`src/ocg_pkg.sv`:
```
package ocg_pkg;
  // register byte offsets
  localparam logic [7:0]  OFS_FLAGS      = 8'h10;
  localparam logic [7:0]  OFS_FLAG_CLEAR = 8'h14;
  localparam logic [7:0]  OFS_IRQ_ENABLE = 8'h0c;
  localparam logic [7:0]  OFS_AHB_GATES  = 8'h30;
  localparam logic [7:0]  OFS_APB_GATES  = 8'h38;
  localparam logic [7:0]  OFS_IRQ_STATUS = 8'h50;
  localparam logic [7:0]  OFS_IRQ_MASK   = 8'h54;
  // reset values
  localparam logic [31:0] RST_FLAGS      = 32'h0000_0801;
  localparam logic [31:0] RST_FLAG_CLEAR = 32'h0000_01ff;
  localparam logic [31:0] RST_GATES      = 32'h0000_0000;
  // implemented bit masks
  localparam logic [8:0]  CLR_MASK       = 9'h1fb;
  localparam logic [15:0] AHB_MASK       = 16'h02f7;
  localparam logic [15:0] APB_MASK       = 16'hb9fe;
  localparam logic [8:0]  FAULT_MASK     = 9'h180;
  // stable status bit positions
  localparam int          POS_SLOW_EXT_STABLE = 15;
  localparam int          POS_SLOW_INT_STABLE = 14;
  localparam int          POS_FAST_EXT_STABLE = 12;
  localparam int          POS_FAST_INT_STABLE = 11;
  // own interrupt status layout
  localparam int          EVT_FLAG_SET   = 0;
  localparam int          EVT_FAULT_SET  = 1;
  localparam int          EVT_BAD_ADDR   = 2;
  localparam logic [2:0]  EVT_MASK_BITS  = 3'h7;
endpackage

```
`src/ocg_top.sv`:
```
`timescale 1ns/100ps
`default_nettype none
module ocg_top
  import ocg_pkg::*;
(
  // clock and reset
  input  wire logic        clk_i,
  input  wire logic        rst_i,
  // avalon-mm slave
  input  wire logic [7:0]  avs_address_i,
  input  wire logic        avs_read_i,
  input  wire logic        avs_write_i,
  input  wire logic [31:0] avs_writedata_i,
  input  wire logic [3:0]  avs_byteenable_i,
  output logic [31:0]      avs_readdata_o,
  output logic             avs_waitrequest_o,
  // oscillator monitor levels, asynchronous
  input  wire logic [3:0]  osc_stable_i,
  input  wire logic        fast_ext_osc_run_failure_i,
  input  wire logic        slow_ext_osc_run_failure_i,
  input  wire logic        fast_ext_osc_startup_failure_i,
  input  wire logic        slow_ext_osc_startup_failure_i,
  // gate enables
  output logic [15:0]      ahb_gate_cfg_o,
  output logic [15:0]      ahb_gate_work_o,
  output logic [15:0]      apb_gate_cfg_o,
  output logic [15:0]      apb_gate_work_o,
  // interrupts
  output logic             clk_ctrl_irq_o,
  output logic             fault_irq_o,
  output logic             irq_o
);

  // osc_stable_i: [3] slow ext, [2] slow int, [1] fast ext, [0] fast int
  logic [7:0]  sync1_r;
  logic [7:0]  sync2_r;
  logic [7:0]  sync_in;
  logic [3:0]  stab_prev_r;
  logic [1:0]  run_prev_r;
  logic [1:0]  start_prev_r;
  logic [8:0]  flags_r;
  logic [8:0]  flags_nxt;
  logic [8:0]  flag_set;
  logic [8:0]  flag_clr;
  logic [8:0]  irq_en_r;
  logic [2:0]  int_stat_r;
  logic [2:0]  int_mask_r;
  logic [2:0]  int_evt;
  logic [15:0] ahb_en_r;
  logic [15:0] apb_en_r;
  logic        acc_r;
  logic        wr_go;
  logic        rd_go;
  logic [31:0] rd_nxt;
  logic [31:0] flag_word;

  function automatic logic hit(input logic [7:0] a);
    hit = (a == OFS_FLAGS) || (a == OFS_FLAG_CLEAR) || (a == OFS_IRQ_ENABLE) ||
          (a == OFS_AHB_GATES) || (a == OFS_APB_GATES) ||
          (a == OFS_IRQ_STATUS) || (a == OFS_IRQ_MASK);
  endfunction

  // two-flop synchronisers; only the second stage is read
  assign sync_in = {2'h0, slow_ext_osc_startup_failure_i, fast_ext_osc_startup_failure_i,
                    osc_stable_i};
  always_ff @(posedge clk_i) begin
    if (rst_i) begin
      sync1_r <= 8'h01;
      sync2_r <= 8'h01;
    end else begin
      sync1_r <= sync_in;
      sync2_r <= sync1_r;
    end
  end

  // run failure inputs share the same two-stage treatment
  logic [1:0] rf1_r;
  logic [1:0] rf2_r;
  always_ff @(posedge clk_i) begin
    if (rst_i) begin
      rf1_r <= 2'h0;
      rf2_r <= 2'h0;
    end else begin
      rf1_r <= {fast_ext_osc_run_failure_i, slow_ext_osc_run_failure_i};
      rf2_r <= rf1_r;
    end
  end

  // edge history for latching events
  always_ff @(posedge clk_i) begin
    if (rst_i) begin
      stab_prev_r  <= 4'h1;
      run_prev_r   <= 2'h0;
      start_prev_r <= 2'h0;
    end else begin
      stab_prev_r  <= sync2_r[3:0];
      run_prev_r   <= rf2_r;
      start_prev_r <= sync2_r[5:4];
    end
  end

  // bus handshake: one wait cycle, then answer
  assign wr_go = avs_write_i && acc_r;
  assign rd_go = avs_read_i && acc_r;
  always_ff @(posedge clk_i) begin
    if (rst_i) begin
      acc_r <= 1'b0;
    end else begin
      acc_r <= (avs_read_i || avs_write_i) && !acc_r;
    end
  end
  assign avs_waitrequest_o = !acc_r;

  // flag sources
  always_comb begin
    flag_set    = 9'h000;
    flag_set[0] = sync2_r[0] && !stab_prev_r[0];
    flag_set[1] = sync2_r[1] && !stab_prev_r[1];
    flag_set[3] = sync2_r[2] && !stab_prev_r[2];
    flag_set[4] = sync2_r[3] && !stab_prev_r[3];
    flag_set[5] = sync2_r[5] && !start_prev_r[1];
    flag_set[6] = sync2_r[4] && !start_prev_r[0];
    flag_set[7] = rf2_r[0] && !run_prev_r[0];
    flag_set[8] = rf2_r[1] && !run_prev_r[1];
  end

  // write zero clears, byte lanes honoured
  always_comb begin
    flag_clr = 9'h000;
    if (wr_go && avs_address_i == OFS_FLAG_CLEAR) begin
      flag_clr[7:0] = avs_byteenable_i[0] ? ~avs_writedata_i[7:0] : 8'h00;
      flag_clr[8]   = avs_byteenable_i[1] && !avs_writedata_i[8];
      flag_clr      = flag_clr & CLR_MASK;
    end
  end

  // set wins over a clear in the same cycle
  assign flags_nxt = (flags_r & ~flag_clr) | flag_set;

  // flags reset with fast internal ready set
  always_ff @(posedge clk_i) begin
    if (rst_i) begin
      flags_r <= RST_FLAGS[8:0];
    end else begin
      flags_r <= flags_nxt & CLR_MASK;
    end
  end

  // stable bits are live, read only
  always_comb begin
    flag_word                      = {23'h0, flags_r};
    flag_word[POS_SLOW_EXT_STABLE] = sync2_r[3];
    flag_word[POS_SLOW_INT_STABLE] = sync2_r[2];
    flag_word[POS_FAST_EXT_STABLE] = sync2_r[1];
    flag_word[POS_FAST_INT_STABLE] = sync2_r[0];
  end

  always_ff @(posedge clk_i) begin
    if (rst_i) begin
      ahb_en_r <= RST_GATES[15:0];
      apb_en_r <= RST_GATES[15:0];
      irq_en_r <= 9'h000;
      int_mask_r <= 3'h0;
    end else if (wr_go) begin
      if (avs_address_i == OFS_AHB_GATES) begin
        if (avs_byteenable_i[0]) ahb_en_r[7:0] <= avs_writedata_i[7:0] & AHB_MASK[7:0];
        if (avs_byteenable_i[1]) ahb_en_r[15:8] <= avs_writedata_i[15:8] & AHB_MASK[15:8];
      end
      if (avs_address_i == OFS_APB_GATES) begin
        if (avs_byteenable_i[0]) apb_en_r[7:0] <= avs_writedata_i[7:0] & APB_MASK[7:0];
        if (avs_byteenable_i[1]) apb_en_r[15:8] <= avs_writedata_i[15:8] & APB_MASK[15:8];
      end
      if (avs_address_i == OFS_IRQ_ENABLE && (&avs_byteenable_i[1:0])) begin
        irq_en_r <= avs_writedata_i[8:0] & CLR_MASK;
      end
      if (avs_address_i == OFS_IRQ_MASK && avs_byteenable_i[0]) begin
        int_mask_r <= avs_writedata_i[2:0] & EVT_MASK_BITS;
      end
    end
  end

  // enables change on the register clock only; the peripheral clock
  // gate cells latch them while their clock is low, which avoids runt pulses
  // both clocks for ports, checksum and dma
  always_ff @(posedge clk_i) begin
    if (rst_i) begin
      ahb_gate_cfg_o  <= RST_GATES[15:0];
      ahb_gate_work_o <= RST_GATES[15:0];
      apb_gate_cfg_o  <= RST_GATES[15:0];
      apb_gate_work_o <= RST_GATES[15:0];
    end else begin
      ahb_gate_cfg_o  <= ahb_en_r;
      ahb_gate_work_o <= ahb_en_r & 16'h02f5;
      apb_gate_cfg_o  <= apb_en_r;
      apb_gate_work_o <= apb_en_r & 16'hb856;
    end
  end

  // run failures to the fault line
  always_ff @(posedge clk_i) begin
    if (rst_i) begin
      clk_ctrl_irq_o <= 1'b0;
      fault_irq_o    <= 1'b0;
    end else begin
      clk_ctrl_irq_o <= |(flags_nxt & irq_en_r & ~FAULT_MASK);
      fault_irq_o    <= |(flags_nxt & irq_en_r & FAULT_MASK);
    end
  end

  // sticky event status, write one to clear, set wins
  always_comb begin
    int_evt                = 3'h0;
    int_evt[EVT_FLAG_SET]  = |(flag_set & ~FAULT_MASK);
    int_evt[EVT_FAULT_SET] = |(flag_set & FAULT_MASK);
    int_evt[EVT_BAD_ADDR]  = (wr_go || rd_go) && !hit(avs_address_i);
  end
  logic [2:0] int_clr;
  assign int_clr = (wr_go && avs_address_i == OFS_IRQ_STATUS && avs_byteenable_i[0]) ?
                   avs_writedata_i[2:0] : 3'h0;
  always_ff @(posedge clk_i) begin
    if (rst_i) begin
      int_stat_r <= 3'h0;
    end else begin
      int_stat_r <= (int_stat_r & ~int_clr) | int_evt;
    end
  end
  always_ff @(posedge clk_i) begin
    if (rst_i) begin
      irq_o <= 1'b0;
    end else begin
      irq_o <= |(((int_stat_r & ~int_clr) | int_evt) & int_mask_r);
    end
  end

  // read mux; unmapped addresses read zero
  always_comb begin
    rd_nxt = 32'h0;
    unique case (avs_address_i)
      OFS_FLAGS:      rd_nxt = flag_word;
      OFS_FLAG_CLEAR: rd_nxt = RST_FLAG_CLEAR;
      OFS_IRQ_ENABLE: rd_nxt = {23'h0, irq_en_r};
      OFS_AHB_GATES:  rd_nxt = {16'h0, ahb_en_r};
      OFS_APB_GATES:  rd_nxt = {16'h0, apb_en_r};
      OFS_IRQ_STATUS: rd_nxt = {29'h0, int_stat_r};
      OFS_IRQ_MASK:   rd_nxt = {29'h0, int_mask_r};
      default:        rd_nxt = 32'h0;
    endcase
  end
  // read data register loads during the wait cycle, stands at the answer
  always_ff @(posedge clk_i) begin
    if (rst_i) begin
      avs_readdata_o <= 32'h0;
    end else if (avs_read_i && !acc_r) begin
      avs_readdata_o <= rd_nxt;
    end
  end
endmodule
`default_nettype wire

```
`config.mk`:
```
export PLATFORM = sky130hd
export DESIGN_NAME = ocg_top
export DESIGN_NICKNAME = d
export VERILOG_FILES = /design/src/ocg_pkg.sv /design/src/ocg_top.sv
export SDC_FILE = /design/constraint.sdc
export NUM_CORES = 1
export LEC_CHECK = 0
export BUFFER_PORTS_ARGS = -buffer_cell sky130_fd_sc_hd__buf_2
export CAP_MARGIN = 20
export CORE_AREA = 2 2 116 163
export CTS_BUF_LIST = sky130_fd_sc_hd__clkbuf_8
export DETAILED_ROUTE_END_ITERATION = 12
export DIE_AREA = 0 0 118 165
export HOLD_SLACK_MARGIN = 0.15
export MAX_ROUTING_LAYER = met4
export PLACE_DENSITY = 0.5
export REMOVE_ABC_BUFFERS = 1
export SYNTH_ARGS = -nofsm -noshare
export SYNTH_HDL_FRONTEND = slang
export SYNTH_SLANG_ARGS = --single-unit
```
`constraint.sdc`:
```
create_clock -name clk_i -period 2 [get_ports clk_i]
set_input_delay 0.4 -clock clk_i [delete_from_list [all_inputs] [get_ports clk_i]]
set_output_delay 0.4 -clock clk_i [all_outputs]
set_load 0.01 [all_outputs]
```
==> results of run 1 <==
-- logic make-up (layout without fill, tap and decap cells) --
group / count (synthesis) / in the layout / synth area share
simple gates: 168 / 168 / 0.2097
flops: 105 / 105 / 0.4716
buf+inv: 97 / 163 / 0.1378
compound gates: 80 / 80 / 0.1174
mux: 27 / 27 / 0.06064
other cells: 1 / 47 / 0.0008414
xor+xnor: 1 / 1 / 0.001966
-- worst max-delay path: cells and delay by family --
kind,cells,cell delay (ns)
AO/OA/AOI/OAI,3,0.53
AND/OR/NAND/NOR,2,0.85
buffers and inverters,2,0.32
-- synth_stat cells (4+ instances only) --
master    count
nor2b_1      50
o21ai_0      12
buf_4        61
a21oi_1      23
mux2i_1      27
nor2_1       35
o21ai_1       9
nand2_1      32
dfxtp_1     105
inv_1        15
and3_1        8
buf_2         4
a22oi_1      10
clkbuf_1     13
nand3_1      13
nor3_1        4
-- sequential cells by signal, summed over array words and instances (netlist names), 6 cells and up --
signal and cells:
avs_readdata_o 15, apb_en_r 12, ahb_en_r 8, apb_gate_work_o 8
flags_r 8, irq_en_r 8, ahb_gate_work_o 7, sync1_r 6
sync2_r 6
-- area by class of cell --
| type | instances | area share |
|---|---|---|
| Antenna cell | 1 | 0.0004632 |
| Clock buffer | 10 | 0.02547 |
| Clock inverter | 6 | 0.009495 |
| Inverter | 15 | 0.01042 |
| Multi-Input combinational cell | 322 | 0.3534 |
| Sequential cell | 105 | 0.3891 |
| Tap cell | 240 | 0.05558 |
| Timing Repair Buffer | 132 | 0.1561 |
-- per-stage QoR --
| step | power (mW) | area, um^2 | hold slack [ns] | std cells | setup slack [ns] |
|---|---|---|---|---|---|
| after global placement | 2.472 | 5211 | 0.3988 | 814 | -0.2021 |
| after CTS | 3.783 | 5400 | 0.1633 | 830 | 0.2386 |
| after floorplan | 2.304 | 4068 | 0.3895 | 442 | -0.07777 |
| final | 3.727 | 5403 | 0.1883 | 831 | 0.1634 |
| after global routing | 3.909 | 5403 | 0.1605 | 831 | 0.08829 |
| after detailed placement | 2.475 | 5211 | 0.4062 | 814 | -0.1802 |
-- worst max-delay path by stage --
stage                           startpoint     endpoint
after global routing      avs_address_i[1]        irq_o
final                     avs_address_i[1]        irq_o
after detailed placement  avs_address_i[1]        irq_o
after CTS                 avs_address_i[1]        irq_o
after floorplan           avs_address_i[1]  irq_en_r[0]
after global placement    avs_address_i[1]        irq_o
-- cells in the final DEF (no fill, tap or decap), types with 8 or more instances in the layout --
master,Yosys,layout
nand2_1,32,32
buf_4,61,37
o21ai_1,9,9
o21ai_0,12,12
inv_1,15,16
conb_1,1,46
nand3_1,13,13
dfxtp_1,105,105
nor2_1,35,35
buf_2,4,89
clkbuf_8,0,10
a21oi_1,23,23
a22oi_1,10,10
nor2b_1,50,50
mux2i_1,27,27
and3_1,8,8
-- where the power goes --
group	switching [mW]	leakage [nW]	internal [mW]
Sequential	0.0181	0.852	2.12
Combinational	0.184	1.47	0.103
Clock	0.793	0.0977	0.505
Total	0.995	2.42	2.73
-- metal layers --
metal / part of all wire / wire (um) / vias up
li1: - / - / 1732
met1: 0.41 / 5071 / 1639
met2: 0.51 / 6336 / 130
met3: 0.049 / 609 / 23
met4: 0.028 / 350 / 0
met5: 0 / 0 / -
==> key figures, run 1 <==
Run status
  – Outcome: finished, final reports clean

Timing
  – Min Tclk post-route: between 1.5 and 2 ns
  – FMAX: about 540 MHz
  – Final period util: 0.9183
  – RSZ-0062 raised after global routing: false
  – Max-slew violations: 0
  – Max Clock Skew: 0.01211 ns
  – Final Hold Fails: 0
  – Final Setup Violations: 0
  – Setup TNS: 0 ns

Logic synthesis
  – Yosys cell types: slightly below 60
  – Synth Area per Inst: slightly above 9 um^2
  – Number of flops mapped to enable cells by yosys: 0
  – Post-synthesis cell count: around 480
  – Synth Register Bits: roughly 110
  – Ranking of synthesized cells by area: dfxtp_1 (47%), buf_4 (10%), nor2b_1 (7.0%), mux2i_1 (6.1%), nor2_1 (2.9%)
  – Top cell type's share of synthesized area: 0.4716
  – Seq/Total Area, Yosys: 0.4716
  – Synthesized area: 0.004457 mm^2
  – Async S/R FF share, synth: 0
  – Most used DFF post-synth: dfxtp_1
  – Yosys Warn Count: 0
  – Cell taking the most area after synthesis: dfxtp_1

Clock tree
  – CTS max path bufs: 2
  – Latest clock arrival within the worst-skew pair: ~0.38 ns
  – CTS tree: done
  – Max H-tree Level: 3
  – Clk pin slew, worst setup/hold paths: around 0.10 ns
  – Setup Fix Bufs, Post-CTS: 0
  – Clock tree sinks: roughly 110
  – Total CTS buffers: 9
  – CTS Root Buffer Type: clkbuf_8
  – Post-cts gate resize count: 0
  – Hold-fix buffers, CTS: 0

Worst setup path
  – CP startpoint kind: input pin
  – CP Capture Type: flop
  – Critical Path AT: around 2.1 ns
  – R2R Setup Slk: approximately 0.35 ns
  – CP Class: in2reg
  – Critical Path RT: between 2 and 2.5 ns
  – Worst r2r dst: clk_ctrl_irq_o
  – R2R cell count: 4
  – Largest stage delay on the critical path: between 0.6 and 0.7 ns
  – Reg2reg start: acc_r
  – Worst path cell trace: buf_2, or4_1, buf_4, nor3_1, a21oi_1, a31oi_1, o221ai_1
  – Critical Path Fanout Max: 5
  – Worst path slowest cell: or4_1

Drt
  – Initial DRC Count: around 130
  – Post-route ant nets: 0
  – Via count: roughly 3500
  – 1st-pass router iterations: 4
  – Per-cell routed wire length: 14.88 um
  – Drt total wl: between 10000 and 15000 um
  – Drc violations: 0
  – Vias per inst: 4.241

Cells and area
  – Multi-input logic area: about 0.0019 mm^2
  – Post-Route Utilization: 0.3014
  – Reg area: between 0.002 and 0.0025 mm^2
  – Layout cells sized above 1: 0.2780
  – Fill count: approximately 1900
  – Net count, final: approximately 640
  – Synth-to-Final Area Change: 21.22%

Global routing
  – Gr ovfl total: 0
  – GR Util met3: 0.02935
  – Top Usage Layer GRT: met2
  – Initial antenna violation count: 1
  – Met2 Use GR: 0.2278
  – First-pass GRT wire length: between 15000 and 20000 um
  – Pin count of the biggest net entering global routing: just over 50
  – Tot GR Track Use: 0.1312
  – Vias in the first global route: between 3000 and 4000
  – Met1 Track Usage GR: 0.1434

Power
  – Total leakage power: approximately 2.4 nW
  – Worst VDD drop: about 360 uV
  – Power Dens Cells: 689.9 mW/mm^2

Die
  – Die Ht: 165 um
  – Die Area: between 0.015 and 0.02 mm^2
  – Std cell rows: between 50 and 60
  – Core Area: ~0.018 mm^2
  – Initial Util: 0.2486
  – Die Wd: roughly 120 um
  – I/O pin cnt: 156

Job
  – Max Cap Violations: 0

Placement
  – Port Buffer Count: 89
  – Hpwl dp: 9361 um
  – GP Congestion: 0.9051

Min path
  – Hold EP: sync1_r[0]
  – Hold WC Path Type: in2reg
  – Hold Crit Depth: 2
  – Worst hold start: osc_stable_i[0]
No activity file was read; power rests on OpenSTA's default activity.
==> run 2: changes to the inputs <==
--- a/config.mk
+++ b/config.mk
@@ -7,13 +7,13 @@
 export LEC_CHECK = 0
 export BUFFER_PORTS_ARGS = -buffer_cell sky130_fd_sc_hd__buf_2
 export CAP_MARGIN = 20
-export CORE_AREA = 2 2 116 163
+export CORE_AREA = 2 2 82 115
 export CTS_BUF_LIST = sky130_fd_sc_hd__clkbuf_8
 export DETAILED_ROUTE_END_ITERATION = 12
-export DIE_AREA = 0 0 118 165
+export DIE_AREA = 0 0 84 117
 export HOLD_SLACK_MARGIN = 0.15
 export MAX_ROUTING_LAYER = met4
-export PLACE_DENSITY = 0.5
+export PLACE_DENSITY = 0.84
 export REMOVE_ABC_BUFFERS = 1
 export SYNTH_ARGS = -nofsm -noshare
 export SYNTH_HDL_FRONTEND = slang
==> constraint.sdc (replaced) <==
create_clock -name clk_i -period 1.8 [get_ports clk_i]
set_input_delay 0.36 -clock clk_i [delete_from_list [all_inputs] [get_ports clk_i]]
set_output_delay 0.36 -clock clk_i [all_outputs]
set_load 0.01 [all_outputs]
==> run 2 against run 1 <==
  * Worst setup slack got worse by 0.10 ns
  * Count of clock-buffer cells in the layout rose by 1
  * Non-clock buffer count rose by 9
  * Clock power rose by 25%
  * Sequential power rose by 11%
  * Critical path depth did not move
  * Cell area fell by 1.7%
  * Sequential share of layout area rose by 0.66 points
==> key figures, run 2 (synthesized netlist as in run 1, its figures left out) <==
Clock tree
  – Max H-tree Level: 3
  – Latest clock arrival within the worst-skew pair: around 0.37 ns
  – CTS tree: done
  – Clock tree sinks: 105
  – CTS max path bufs: 2
  – Setup Fix Bufs, Post-CTS: 0
  – Total CTS buffers: 9
  – Clk pin slew, worst setup/hold paths: 0.09 ns
  – CTS Root Buffer Type: clkbuf_8

Global routing
  – Vias in the first global route: ~3200
  – First-pass GRT wire length: 15750 um
  – Gr ovfl total: 0
  – Tot GR Track Use: 0.2137
  – Initial antenna violation count: 0
  – Pin count of the biggest net entering global routing: 47

Cells and area
  – Layout cells sized above 1: 0.2888
  – Most frequent cells in the layout: dfxtp_1 (105), buf_2 (89), nor2b_1 (50)
  – Max reg flops: 15
  – Most flops, register: avs_readdata_o
  – Ant diodes: 0
  – Post-Route Utilization: 0.5986
  – Commonest non-fill, non-tap cell in the layout: dfxtp_1
  – Net count, final: 650
  – Post-route insts no fill: just over 700
  – Synth-to-Final Area Change: 19.20%
  – Largest regs: avs_readdata_o: 15 flops, apb_en_r: 12 flops
  – Final instance area: between 0.005 and 0.006 mm^2

Timing
  – Final Setup Violations: 0
  – Min Tclk post-route: roughly 1.7 ns
  – Max-slew violations: 0
  – Final period util: 0.9656
  – FMAX: 575.3 MHz
  – Final Hold Fails: 0
  – RSZ-0062 raised after global routing: false
  – Max Clock Skew: roughly 0.011 ns

Placement
  – Port Buffer Count: between 80 and 90
  – Placed Area: a little over 0.005 mm^2
  – Placed cell count: 689
  – Hpwl dp: just under 8000 um
  – GP Congestion: about 1

Worst setup path
  – CP Class: in2reg
  – R2R Setup Slk: between 0.3 and 0.4 ns
  – CP startpoint kind: input pin
  – Critical Path RT: between 2 and 2.5 ns
  – Worst path slowest cell: or4_4
  – Reg2reg start: acc_r
  – Largest stage delay on the critical path: 0.56 ns
  – CP Capture Type: flop
  – Critical Path Fanout Max: 7
  – R2R cell count: 6
  – Critical Path AT: between 2 and 2.5 ns
  – Worst path cell trace: buf_2, or4_4, nor3_2, nor3_1, or3_1, buf_4, o21ai_0
  – Worst r2r dst: flags_r[5]

Die
  – Std cell rows: 41
  – Die Area: roughly 0.01 mm^2
  – Die Wd: ~84 um
  – Initial Util: 0.5022
  – Core Area: 0.008875 mm^2
  – I/O pin cnt: between 150 and 200
  – Die Ht: 117 um

Job
  – Max Cap Violations: 0

Drt
  – Via count: between 3000 and 4000
  – Drt total wl: between 10000 and 15000 um
  – Per-cell routed wire length: approximately 15 um
  – Drc violations: 0
  – Post-route ant nets: 0
  – 1st-pass router iterations: 4
  – Vias per inst: 5.052
  – Initial DRC Count: between 200 and 300

Min path
  – Worst hold start: osc_stable_i[2]
  – Hold Crit Depth: 2
  – Hold EP: sync1_r[2]
  – Hold WC Path Type: in2reg

Power
  – Worst VDD drop: around 430 uV
  – Total leakage power: between 2 and 2.5 nW
  – Power Dens Cells: between 800 and 900 mW/mm^2
  – Pwr Total: ~4.3 mW

Run status
  – Outcome: finished, final reports clean
[run 2: changes by cell type in the layout (fill, tap and decap cells not counted), sizes merged]
| cell | delta |
|---|---|
| clkinv | -1 |
| bufinv | +2 |
| clkinvlp | -1 |
| buf | +8 |
| dlygate4sd3 | +1 |
| inv | -1 |
| diode | -1 |
| clkbuf | +1 |
[run 2: where the power goes]
group | internal, mW | switching [mW] | total (mW)
Sequential | 2.36 | 0.0174 | 2.38
Clock | 0.857 | 0.772 | 1.63
Combinational | 0.121 | 0.197 | 0.317
Total | 3.34 | 0.986 | 4.32
[run 2: what timing repair did]
| item | CTS | global route |
|---|---|---|
| endpoints found under the setup margin | 0 | 12 |
| gates resized for setup | 0 | 1 |
| hold endpoints to repair | 1 | 0 |
| hold buffers | 1 | 0 |
[run 2: worst max-delay path by stage]
stage | startpoint | endpoint | slack, ns | cells past startpoint
after floorplan | avs_address_i[1] | irq_en_r[0] | -0.24 | 5
after global placement | avs_address_i[1] | irq_o | -0.30 | 6
after detailed placement | avs_address_i[1] | avs_readdata_o[15] | -0.32 | 7
after CTS | avs_address_i[1] | avs_readdata_o[15] | 0.08 | 7
after global routing | avs_address_i[6] | irq_o | 0.007 | 6
final | avs_address_i[1] | avs_readdata_o[15] | 0.06 | 7
[run 2: layer usage]
metal  part of all wire  vias to the layer above  GRT usage
met5                  0                        -          -
met4              0.036                        0     0.1054
met3              0.076                       24    0.04137
met2               0.50                      166     0.3653
met1               0.39                     1626     0.2411
li1                   -                     1751          -
[run 2: cell type report]
cell class | instances | area, um^2
tap | 107 | 133.9
multi-input combinational | 322 | 1916
sequential | 105 | 2102
inverter | 15 | 56.30
timing repair buffer | 141 | 875.8
fill | 801 | 3562
clock buffer | 11 | 151.4
clock inverter | 5 | 77.57
[run 2: per-stage QoR]
| stage | hold WS [ns] | setup WS, ns | TNS (ns) |
|---|---|---|---|
| finish | 0.1928 | 0.06183 | 0 |
| global route | 0.1855 | 0.006766 | 0 |
| CTS | 0.1779 | 0.07503 | 0 |
| detailed placement | 0.3929 | -0.3203 | -11.57 |
| global placement | 0.3913 | -0.3047 | -10.39 |
| floorplan | 0.3895 | -0.2378 | -3.067 |
[run 2: critical path: cells and delay by family]
family,cells,cell delay (ns)
AND/OR/NAND/NOR,4,1.20
buffers and inverters,2,0.32
AO/OA/AOI/OAI,1,0.16
